**config.mk**
```make
export PLATFORM = sky130hd
export DESIGN_NAME = zek_zone_erase
export DESIGN_NICKNAME = d
export VERILOG_FILES = /design/src/core/zek_pkg.sv /design/src/core/zek_zone_erase.sv
export SDC_FILE = /design/constraint.sdc
export NUM_CORES = 1
export LEC_CHECK = 0
export ABC_AREA = 1
export BUFFER_PORTS_ARGS = -buffer_cell sky130_fd_sc_hd__buf_2
export CORE_AREA = 4 4 115 84
export DETAILED_ROUTE_END_ITERATION = 8
export DIE_AREA = 0 0 119 88
export PLACE_DENSITY_LB_ADDON = 0.05
export SYNTH_ARGS = -nofsm -noshare
export SYNTH_HDL_FRONTEND = slang
export SYNTH_SLANG_ARGS = --single-unit
```
**constraint.sdc**
```tcl
create_clock -name clk_i -period 2.4 [get_ports clk_i]
set_input_delay 0.48 -clock clk_i [delete_from_list [all_inputs] [get_ports clk_i]]
set_output_delay 0.48 -clock clk_i [all_outputs]
set_load 0.1 [all_outputs]
```
**src/core/zek_pkg.sv**
```systemverilog
package zek_pkg;
  localparam int ADDR_W = 11;
  localparam logic [10:0] SC_FIRST = 11'h050;
  localparam logic [10:0] SC_LAST = 11'h05f;
  localparam logic [10:0] CODE_ATTEMPT_COUNTER_FIRST = 11'h060;
  localparam logic [10:0] CODE_ATTEMPT_COUNTER_LAST = 11'h067;
  localparam logic [10:0] AZ1_FIRST = 11'h0b0;
  localparam logic [10:0] AZ1_LAST = 11'h2af;
  localparam logic [10:0] EZ1_FIRST = 11'h2b0;
  localparam logic [10:0] EZ1_LAST = 11'h2df;
  localparam logic [10:0] AZ2_FIRST = 11'h2e0;
  localparam logic [10:0] AZ2_LAST_EC = 11'h4d5;
  localparam logic [10:0] AZ2_LAST_NOEC = 11'h4df;
  localparam logic [10:0] EZ2_FIRST = 11'h4e0;
  localparam logic [10:0] EZ2_LAST = 11'h4ff;
  localparam logic [10:0] EC2_FIRST = 11'h500;
  localparam logic [10:0] EC2_LAST = 11'h57f;
  localparam logic [3:0] FAIL_LIMIT = 4'h8;
  localparam logic [7:0] EC2_LIMIT = 8'h80;
  // Register byte offsets
  localparam logic [7:0] REG_FUSE = 8'h00;
  localparam logic [7:0] REG_STATUS = 8'h04;
  localparam logic [7:0] REG_ADDR = 8'h08;
  localparam logic [7:0] REG_COUNT = 8'h0c;
  // Fuse register bits (1 = unblown)
  localparam int FB_ISSUER = 0;
  localparam int FB_MAKER = 1;
  localparam int FB_ECEN = 2;
  // Status register bits
  localparam int SB_E1 = 0;
  localparam int SB_E2 = 1;
  localparam int SB_VALID = 2;
  localparam int SB_LEVEL2 = 3;
  localparam int SB_LOCKED = 4;
  localparam int SB_MAKER_OK = 5;
  localparam int SB_EC_ARMED = 6;
  localparam logic RESET_FUSE = 1'b1;
endpackage

```
**src/core/zek_zone_erase.sv**
```systemverilog
`timescale 1ns/1ns
module zek_zone_erase (
  input wire logic clk_i,
  input wire logic rst_i,
  input wire logic card_clk_i,
  input wire logic card_rst_i,
  input wire logic card_io_i,
  input wire logic level_force_pin_n_i,
  input wire logic mem_bit_i,
  input wire logic prog_req_i,
  input wire logic prog_erase_i,
  output logic az1_erase_o,
  output logic az2_erase_o,
  output logic [zek_pkg::ADDR_W-1:0] az2_erase_last_o,
  output logic [zek_pkg::ADDR_W-1:0] card_addr_o,
  output logic level2_o,
  output logic code_valid_flag_o,
  output logic card_locked_o,
  output logic maker_zone_wr_ok_o,
  input wire logic wb_cyc_i,
  input wire logic wb_stb_i,
  input wire logic wb_we_i,
  input wire logic [7:0] wb_adr_i,
  input wire logic [3:0] wb_sel_i,
  input wire logic [31:0] wb_dat_i,
  output logic [31:0] wb_dat_o,
  output logic wb_ack_o
);
  import zek_pkg::*;

  typedef struct packed {
    logic [2:0] clk_sync;
    logic [1:0] rst_sync;
    logic [1:0] io_sync;
    logic [1:0] force_sync;
    logic [10:0] addr;
    logic zone_one_erase_flag;
    logic zone_two_erase_flag;
    logic mis1;
    logic mis2;
    logic mis_sc;
    logic sc_seen;
    logic sc_armed;
    logic ec_armed;
    logic [10:0] armed_addr;
    logic code_valid_flag;
    logic [3:0] code_attempt_counter;
    logic locked;
    logic [7:0] ec_used;
    logic issuer_fuse;
    logic maker_fuse;
    logic erase_count_enable_fuse;
    logic az1_erase;
    logic az2_erase;
    logic [10:0] az2_last;
    logic ack;
    logic [31:0] dat;
  } zek_state_s;

  zek_state_s s_r;
  zek_state_s s_nxt;
  logic card_edge;
  logic card_rst;
  logic io_bit;
  logic level2;
  logic maker_eff;
  logic maker_ok;
  logic wb_req;
  logic wb_mapped;

  // ------------------------------------------------------------
  // Decoded levels
  // ------------------------------------------------------------
  assign card_edge = s_r.clk_sync[1] & ~s_r.clk_sync[2];
  assign card_rst = s_r.rst_sync[1];
  assign io_bit = s_r.io_sync[1];
  assign level2 = ~s_r.issuer_fuse | ~s_r.force_sync[1];
  assign maker_eff = s_r.maker_fuse & s_r.issuer_fuse;
  assign maker_ok = s_r.code_valid_flag & maker_eff;
  assign wb_req = wb_cyc_i & wb_stb_i & ~s_r.ack;
  assign wb_mapped = (wb_adr_i[7:4] == 4'h0) & (wb_adr_i[1:0] == 2'b00);

  // ------------------------------------------------------------
  // Next state
  // ------------------------------------------------------------
  always_comb begin
    s_nxt = s_r;
    s_nxt.clk_sync = {s_r.clk_sync[1:0], card_clk_i};
    s_nxt.rst_sync = {s_r.rst_sync[0], card_rst_i};
    s_nxt.io_sync = {s_r.io_sync[0], card_io_i};
    s_nxt.force_sync = {s_r.force_sync[0], level_force_pin_n_i};
    s_nxt.az1_erase = 1'b0;
    s_nxt.az2_erase = 1'b0;
    s_nxt.ack = wb_req;

    // Bit-serial compare and address advance
    if (card_rst) begin
      s_nxt.addr = '0;
    end else if (card_edge) begin
      s_nxt.addr = s_r.addr + 11'h001;
      if (s_r.addr == SC_FIRST) begin
        s_nxt.mis_sc = (io_bit != mem_bit_i);
        s_nxt.sc_seen = 1'b0;
      end else if (s_r.addr > SC_FIRST && s_r.addr <= SC_LAST) begin
        s_nxt.mis_sc = s_r.mis_sc | (io_bit != mem_bit_i);
      end
      if (s_r.addr == SC_LAST) begin
        s_nxt.sc_seen = 1'b1;
      end
      if (s_r.addr == EZ1_FIRST) begin
        s_nxt.mis1 = (io_bit != mem_bit_i);
      end else if (s_r.addr > EZ1_FIRST && s_r.addr <= EZ1_LAST) begin
        s_nxt.mis1 = s_r.mis1 | (io_bit != mem_bit_i);
      end
      if (s_r.addr == EZ1_LAST) begin
        s_nxt.zone_one_erase_flag = ~(s_r.mis1 | (io_bit != mem_bit_i));
      end
      if (s_r.addr == EZ2_FIRST) begin
        s_nxt.mis2 = (io_bit != mem_bit_i);
      end else if (s_r.addr > EZ2_FIRST && s_r.addr <= EZ2_LAST) begin
        s_nxt.mis2 = s_r.mis2 | (io_bit != mem_bit_i);
      end
      if (s_r.addr == EZ2_LAST) begin
        s_nxt.zone_two_erase_flag = ~(s_r.mis2 | (io_bit != mem_bit_i));
      end
    end
    if (s_nxt.addr == '0) begin
      s_nxt.zone_one_erase_flag = 1'b0;
      s_nxt.zone_two_erase_flag = 1'b0;
      s_nxt.ec_armed = 1'b0;
      s_nxt.sc_armed = 1'b0;
    end

    // Program operations on the current bit
    if (prog_req_i && !card_rst) begin
      if (!prog_erase_i) begin
        if (s_r.addr >= CODE_ATTEMPT_COUNTER_FIRST && s_r.addr <= CODE_ATTEMPT_COUNTER_LAST && mem_bit_i && s_r.sc_seen) begin
          s_nxt.sc_armed = 1'b1;
          s_nxt.armed_addr = s_r.addr;
        end
        if (s_r.addr >= EC2_FIRST && s_r.addr <= EC2_LAST && mem_bit_i && s_r.zone_two_erase_flag) begin
          s_nxt.ec_armed = 1'b1;
          s_nxt.armed_addr = s_r.addr;
        end
      end else begin
        if (s_r.sc_armed && s_r.addr == s_r.armed_addr) begin
          s_nxt.sc_armed = 1'b0;
          s_nxt.sc_seen = 1'b0;
          if (!s_r.mis_sc && !s_r.locked) begin
            s_nxt.code_valid_flag = 1'b1;
            s_nxt.code_attempt_counter = '0;
          end else if (!s_r.locked) begin
            s_nxt.code_attempt_counter = s_r.code_attempt_counter + 4'h1;
            s_nxt.locked = (s_r.code_attempt_counter + 4'h1) == FAIL_LIMIT;
          end
        end
        if (level2 && s_r.zone_one_erase_flag && s_r.addr == AZ2_FIRST) begin
          s_nxt.az1_erase = 1'b1;
        end
        if (level2 && s_r.erase_count_enable_fuse && s_r.ec_armed && s_r.addr == s_r.armed_addr
            && s_r.ec_used != EC2_LIMIT) begin
          s_nxt.az2_erase = 1'b1;
          s_nxt.az2_last = AZ2_LAST_EC;
          s_nxt.ec_used = s_r.ec_used + 8'h01;
          s_nxt.ec_armed = 1'b0;
        end
        if (level2 && !s_r.erase_count_enable_fuse && s_r.zone_two_erase_flag && s_r.addr == EC2_FIRST) begin
          s_nxt.az2_erase = 1'b1;
          s_nxt.az2_last = AZ2_LAST_NOEC;
        end
      end
    end

    // Register bus, writes land at the edge that sees ack high
    if (wb_cyc_i && wb_stb_i && s_r.ack && wb_we_i && wb_sel_i[0] && wb_mapped && wb_adr_i == REG_FUSE) begin
      s_nxt.issuer_fuse = s_r.issuer_fuse & wb_dat_i[FB_ISSUER];
      s_nxt.maker_fuse = s_r.maker_fuse & wb_dat_i[FB_MAKER];
      if (s_r.issuer_fuse) begin
        s_nxt.erase_count_enable_fuse = wb_dat_i[FB_ECEN];
      end
    end
    if (wb_req) begin
      s_nxt.dat = '0;
      if (!wb_we_i && wb_mapped) begin
        case (wb_adr_i)
          REG_FUSE: begin
            s_nxt.dat[FB_ISSUER] = s_r.issuer_fuse;
            s_nxt.dat[FB_MAKER] = maker_eff;
            s_nxt.dat[FB_ECEN] = s_r.erase_count_enable_fuse;
          end
          REG_STATUS: begin
            s_nxt.dat[SB_E1] = s_r.zone_one_erase_flag;
            s_nxt.dat[SB_E2] = s_r.zone_two_erase_flag;
            s_nxt.dat[SB_VALID] = s_r.code_valid_flag;
            s_nxt.dat[SB_LEVEL2] = level2;
            s_nxt.dat[SB_LOCKED] = s_r.locked;
            s_nxt.dat[SB_MAKER_OK] = maker_ok;
            s_nxt.dat[SB_EC_ARMED] = s_r.ec_armed;
          end
          REG_ADDR: s_nxt.dat[10:0] = s_r.addr;
          REG_COUNT: s_nxt.dat[15:0] = {s_r.ec_used, 4'h0, s_r.code_attempt_counter};
          default: s_nxt.dat = '0;
        endcase
      end
    end
  end

  // ------------------------------------------------------------
  // State register
  // ------------------------------------------------------------
  always_ff @(posedge clk_i) begin
    if (rst_i) begin
      s_r <= '0;
      s_r.rst_sync <= 2'b11;
      s_r.force_sync <= 2'b11;
      s_r.issuer_fuse <= RESET_FUSE;
      s_r.maker_fuse <= RESET_FUSE;
      s_r.erase_count_enable_fuse <= RESET_FUSE;
    end else begin
      s_r <= s_nxt;
    end
  end

  // ------------------------------------------------------------
  // Outputs
  // ------------------------------------------------------------
  assign az1_erase_o = s_r.az1_erase;
  assign az2_erase_o = s_r.az2_erase;
  assign az2_erase_last_o = s_r.az2_last;
  assign card_addr_o = s_r.addr;
  assign level2_o = level2;
  assign code_valid_flag_o = s_r.code_valid_flag;
  assign card_locked_o = s_r.locked;
  assign maker_zone_wr_ok_o = maker_ok;
  assign wb_dat_o = s_r.dat;
  assign wb_ack_o = s_r.ack;
endmodule

```
==> out/results.md, run 1 <==
| Item | This run |
|:---|:---|
| Result of the run | completed |
| Num rows | 28 |
| Power consumption | 2860 µW |
| Most common flop cell mapped by yosys | dfxtp_1 |
| CTS Root Buffer Type | clkbuf_16 |
| Maximum number of pins on one net before global-route repair | 31 |
| Power per cell area | 587 mW/mm² |
| Setup repair after global routing missed its margin | no |
| Pins Over Slew Limit | 0 |
| MaxCap Viol Count | 0 |
| Time the worst path needs with I/O delays and setup | 2.09 ns |
| Share of the synthesized area in compound gates (AO/OA/AOI/OAI) | 10.6% |
| Share of the cycle needed by the critical path after routing | 87.0% |
| Diode count | 0 |
| DR pass1 iterations | 5 |
| Switching Power | 737 µW |
| Number of buffers added to fix hold violations after cts | 0 |
| Initial antenna violation count | 0 |
| Fraction of power consumed by the clock network | 46.7% |
| Maximum net fanout on the critical path | 10 |
| Last weighted congestion value of the routability-driven placer | 0.892 |
| Largest family of logic cells by synthesized area | simple AND/OR/NAND/NOR gates |
| Peak VDD IR | 0.388 mV |
| Aggregate global-route resource usage | 23.5% |
| Final setup vio count | 0 |
| Syn-to-layout area delta | 9.21% |
| Remaining antenna violation count after routing | 0 |
| Synthesized-area fraction occupied by xor and xnor cells | 2.36% |
| Proportion of power drawn by combinational gates | 8.2% |
| Nature of the critical path startpoint | flop |
| Sequential fraction of the synthesis area | 34.6% |
| Remaining routing DRC violations | 0 |
| Cell taking the most area after synthesis | dfxtp_1 |
| Signal arrival time at the worst endpoint | 2.31 ns |
| Finished Cell Area | 0.00487 mm² |
| Remaining Overflow, GRT | 0 |
| Starting DRT DRC Count | 409 |
| Aggregate routed wire length | 12.0 mm |
| Layout cells sized above 1 | 19.3% |
| Share of Yosys cell area claimed by the top area cell type | 34.6% |
| Post-CTS setup repair buffer count | 0 |
| Post-synthesis share of cell area spent on and, or, nand and nor gates | 34.3% |
| Async set-or-reset flop fraction in the synthesized netlist | 0% |
| Biggest area contributors in the synthesized netlist | dfxtp_1, nand2_1, buf_4 |
| Portion of netlist area occupied by mux cells | 0% |
| Syn Area/Cell | 6.89 µm² |
| Die Y | 88 µm |
| Number of gates given a new drive strength after cts | 0 |
| Post-synth design cell area | 0.00446 mm² |
| Number of synthesized flops with an enable pin | 0 |
| Post-synthesis register bit count | 77 |
| Share of synthesized cell area in full adder, half adder and majority cells | 1.40% |
| Slew headroom | 56.2% |
| Clock skew after layout | 0.00405 ns |
| Cell-by-cell trace of the critical path | nand3_2, nor2_1, nand3_1, o21ai_1, nor2_1, nor2_1, nand2_1, nand2_1, o21bai_1 |
| Static power due to leakage | 0.00214 µW |
| Total via count in the routed design | 4164 |
| TritonCTS clock tree | built |
| Pin slew with the least headroom to its limit | 0.656 ns |
| Switching portion of total power | 25.8% |
| Clock tree sinks | 77 |
| P_int | 2120 µW |
| Source-to-sink clock delay at the later pin of the worst-skew pair | 0.34 ns |
| Placed Area | 0.00457 mm² |
| Fin Setup TNS | 0 ns |
| Post-synthesis cell type count | 41 |
| Worst-path cell with the longest stage delay | dfxtp_1 |
| Clock Pin Slew Worst Setup and Hold Paths | 0.06 ns |
| Fraction of power consumed by sequential logic | 45.1% |
| Most common cell after layout, fill and taps aside | nand2_1 |
| Delay-heaviest family, CP | simple AND/OR/NAND/NOR gates |
| Via density | 5.19 |
| Width of the die | 119 µm |
| Effective utilization at floorplan | 52.8% |
| Endpoints failing hold | 0 |
| Maximum single-stage delay on the critical path | 0.54 ns |
| Maximum clock insertion buffer count | 2 |
| H-Tree Level Count | 3 |
| Worst min-delay path category | input pin to flop |
| Area of the core region | 0.00844 mm² |
| Wire length of the first global-routing pass | 19.2 mm |
| Critical path buffer and inverter count | 0 |
| Leading cell types in the layout, fill and taps excluded | nand2_1, dfxtp_1, buf_2 |
| Number of input and output port buffers inserted | 65 |
| Final routed wire length divided by cell count | 14.9 µm |
| Placed Instances | 787 |
| Vias in the first global route | 3653 |
| Required time of the worst setup path | 2.62 ns |
| Crit path capture type | flop |
| Warnings, synthesis | 0 |
| Classification of the worst setup path | flop to flop |
| Final layout net count | 739 |
| Most prevalent standard cell on the critical path | nor2_1 |
| Maximum frequency from static timing analysis | 479 MHz |
| Final std cells w/o fill | 803 |
| Total CTS buffers | 9 |
| Ports placed on the boundary | 117 |
| Syn Inst Count | 647 |
| Dpl hpwl | 9.22 mm |
| Floorplan die area | 0.0105 mm² |
final cells by class:
cell class | instances | area (µm²)
clock buffers | 10 | 229
clock inverters | 6 | 63.8
fillers | 854 | 3580
inverters | 64 | 241
multi-input cells | 452 | 2250
flip-flops and latches | 77 | 1540
well taps | 120 | 150
repair buffers | 74 | 393
sequential cells by signal (all words and copies together) (netlist names):
register           count
s_r                   36
wb_dat_o              16
card_addr_o           11
s_nxt                  5
az2_erase_last_o       2
az1_erase_o            1
az2_erase_o            1
card_locked_o          1
card_rst               1
code_valid_flag_o      1
io_bit                 1
wb_ack_o               1
power by group through the flow:
stage	Clock, µW	Combinational (µW)	Sequential (µW)
2_1_floorplan	0	210	1320
3_3_place_gp	0	232	1320
3_5_place_dp	0	233	1320
4_1_cts	1360	233	1290
5_1_grt	1430	247	1290
6_report	1330	234	1290
worst register-to-register path: stages (launching register included):
cell,delay (ns)
dfxtp_1,0.54
nand3_2,0.24
nor2_1,0.36
nand3_1,0.15
o21ai_1,0.19
nor2_1,0.07
nor2_1,0.10
nand2_1,0.10
nand2_1,0.14
o21bai_1,0.09
worst paths after layout:
check                                                from                     to  slack, ns  cells after the start
worst max-delay path            card_addr_o[2]$_SDFF_PP0_     s_r[75]$_SDFF_PP0_       0.31                      9
worst min-delay path                           card_rst_i   s_nxt[98]$_SDFF_PP1_       0.32                      2
worst max register to register  card_addr_o[2]$_SDFF_PP0_     s_r[75]$_SDFF_PP0_       0.31                      9
worst min register to register      s_nxt[100]$_SDFF_PP0_  s_nxt[101]$_SDFF_PP0_       0.40                      2
synth_stat cells (all sizes together), types with 2 or more instances:
master,n
a21oi,39
buf,64
clkbuf,8
dfxtp,77
ha,5
inv,63
nand2,154
nand3,63
nand4,15
nor2,73
nor3,16
nor3b,2
nor4,4
o211ai,4
o21ai,34
o41ai,2
or2,5
xnor2,9
xor2,3
metal layers:
layer	track usage (%)	vias up	routed length (µm)
met5	0	-	0
met4	5.99	0	91
met3	6.97	8	1300
met2	33.0	193	4680
met1	34.8	1881	5910
li1	-	2082	-
per-stage QoR:
step,setup slack [ns],utilization [%],hold slack [ns]
2_1_floorplan,0.212,-,0.388
3_3_place_gp,0.399,54.2,0.391
3_5_place_dp,0.380,54.2,0.396
4_1_cts,0.385,57.6,0.311
5_1_grt,0.110,57.6,0.320
6_report,0.311,57.6,0.322
cell families (layout without fill, tap and decap cells):
kind of cell    count (synthesis)  after routing
xor+xnor                       12             12
other cells                     1             19
buf+inv                       136            154
simple gates                  333            333
fa+ha+maj                       5              5
flops                          77             77
compound gates                 83             83
(Power assumes the default switching activity.)
==> run 2, diff against run 1 <==
Settings changed: PLACE_DENSITY_LB_ADDON 0.05 to 0.2.
==> out/results.md, run 2 (synthesis gave the netlist of run 1 again) <==
| Item | This run |
|:---|:---|
| Result of the run | completed |
| Number of buffers added to fix hold violations after cts | 0 |
| Register with the most flip-flops | s_r |
| Aggregate global-route resource usage | 23.1% |
| Critical path buffer and inverter count | 0 |
| Worst-path cell with the longest stage delay | dfxtp_1 |
| Remaining routing DRC violations | 0 |
| Signal arrival time at the worst endpoint | 2.37 ns |
| Area of the multi-input gates | 0.00225 mm² |
| Syn-to-layout area delta | 8.87% |
| DR pass1 iterations | 5 |
| CP startpoint | card_addr_o[1]$_SDFF_PP0_ |
| Worst R2R Start | card_addr_o[1]$_SDFF_PP0_ |
| Number of gates given a new drive strength after cts | 0 |
| Final hold slack | 0.326 ns |
| Maximum clock insertion buffer count | 2 |
| Peak VDD IR | 0.430 mV |
| Start point of the worst hold path | level_force_pin_n_i |
| Remaining antenna violation count after routing | 0 |
| Initial antenna violation count | 0 |
| Vias in the first global route | 3730 |
| Classification of the worst setup path | flop to flop |
| Required time of the worst setup path | 2.62 ns |
| Remaining Overflow, GRT | 0 |
| Post-CTS setup repair buffer count | 0 |
| Flip-flop count of the largest register after layout | 36 |
| Ports placed on the boundary | 117 |
| CTS Root Buffer Type | clkbuf_16 |
| Time the worst path needs with I/O delays and setup | 2.15 ns |
| Nature of the critical path startpoint | flop |
| Most common cell after layout, fill and taps aside | nand2_1 |
| Delay-heaviest family, CP | simple AND/OR/NAND/NOR gates |
| Total via count in the routed design | 4204 |
| Source-to-sink clock delay at the later pin of the worst-skew pair | 0.34 ns |
| Clock Pin Slew Worst Setup and Hold Paths | 0.06 ns |
| Maximum single-stage delay on the critical path | 0.49 ns |
| Maximum frequency from static timing analysis | 465 MHz |
| Effective utilization at floorplan | 52.8% |
| Pin slew with the least headroom to its limit | 0.669 ns |
| Number of input and output port buffers inserted | 65 |
| Fin Setup TNS | 0 ns |
| Total CTS buffers | 9 |
| Wire length of the first global-routing pass | 19.2 mm |
| MaxCap Viol Count | 0 |
| Die Y | 88 µm |
| Share of the cycle needed by the critical path after routing | 89.6% |
| Aggregate routed wire length | 11.7 mm |
| Num rows | 28 |
| Most prevalent standard cell on the critical path | nor2_1 |
| Area of the core region | 0.00844 mm² |
| Filler cell count in the final layout | 854 |
| Layout cells sized above 1 | 19.1% |
| Crit path capture type | flop |
| Post-layout util | 57.5% |
| Clock skew after layout | 0.00665 ns |
| Floorplan die area | 0.0105 mm² |
| Last weighted congestion value of the routability-driven placer | 0.892 |
| Endpoints failing hold | 0 |
| Storage element area | 0.00154 mm² |
| Clock tree sinks | 77 |
| Power per cell area | 591 mW/mm² |
| Final layout net count | 737 |
| Diode count | 0 |
| TritonCTS clock tree | built |
| Cell-by-cell trace of the critical path | ha_1, nand3_2, nor2_1, nand3_1, o21ai_1, nor2_1, nor2_1, nand2_1, nand2_1, o21bai_1 |
| Final routed wire length divided by cell count | 14.6 µm |
| Maximum net fanout on the critical path | 8 |
| Via density | 5.25 |
| Final setup vio count | 0 |
| Width of the die | 119 µm |
| Dpl hpwl | 9.03 mm |
| Pins Over Slew Limit | 0 |
| Maximum number of pins on one net before global-route repair | 22 |
| Slew headroom | 55.4% |
| Worst min-delay path category | input pin to flop |
| Static power due to leakage | 0.00214 µW |
| Leading cell types in the layout, fill and taps excluded | nand2_1, dfxtp_1, buf_2 |
| H-Tree Level Count | 3 |
| Starting DRT DRC Count | 482 |
| Setup repair after global routing missed its margin | no |
## run 2: changes by cell type in the layout (fill, tap and decap cells not counted)
cell | previous run | this run
buf_4 | 9 | 7
clkinv_2 | 3 | 5
clkinvlp_4 | 2 | 0
clkbuf_8 | 0 | 1
clkinv_4 | 1 | 0
## run 2: routing by layer
metal | track usage, % | part of all wire [%]
met1 | 34.8 | 50
met2 | 32.8 | 40
met3 | 5.42 | 8.7
met4 | 5.78 | 0.90
met5 | 0 | 0
## run 2: per-stage QoR
| step | cells | power [µW] | instance area, µm² | setup slack [ns] |
|---|---|---|---|---|
| after floorplan | 665 | 1530 | 4530 | 0.212 |
| after global placement | 785 | 1550 | 4560 | 0.353 |
| after detailed placement | 785 | 1550 | 4560 | 0.317 |
| after CTS | 801 | 2890 | 4850 | 0.297 |
| after global routing | 801 | 2960 | 4850 | 0.0711 |
| final | 801 | 2870 | 4850 | 0.251 |
## run 2: path summary, 6_finish.rpt
check,endpoint,slack (ns),cells past startpoint
max,s_r[75]$_SDFF_PP0_,0.25,10
max reg2reg,s_r[75]$_SDFF_PP0_,0.25,10
min reg2reg,s_nxt[101]$_SDFF_PP0_,0.40,2
min,s_nxt[94]$_SDFF_PP1_,0.33,2
## run 2: where the power goes
| group | internal (µW) | leakage (µW) | switching, µW |
|---|---|---|---|
| clock network | 826 | 0.000149 | 517 |
| registers | 1290 | 0.000622 | 3.38 |
| logic | 30.3 | 0.00137 | 203 |
| total | 2140 | 0.00214 | 723 |
## run 2: layout make-up
class | count | area share, %
clock buffer | 11 | 5.00
multi-input combinational | 452 | 46.3
clock inverter | 5 | 1.03
tap | 120 | 3.09
inverter | 64 | 4.98
sequential | 77 | 31.8
timing repair buffer | 72 | 7.79
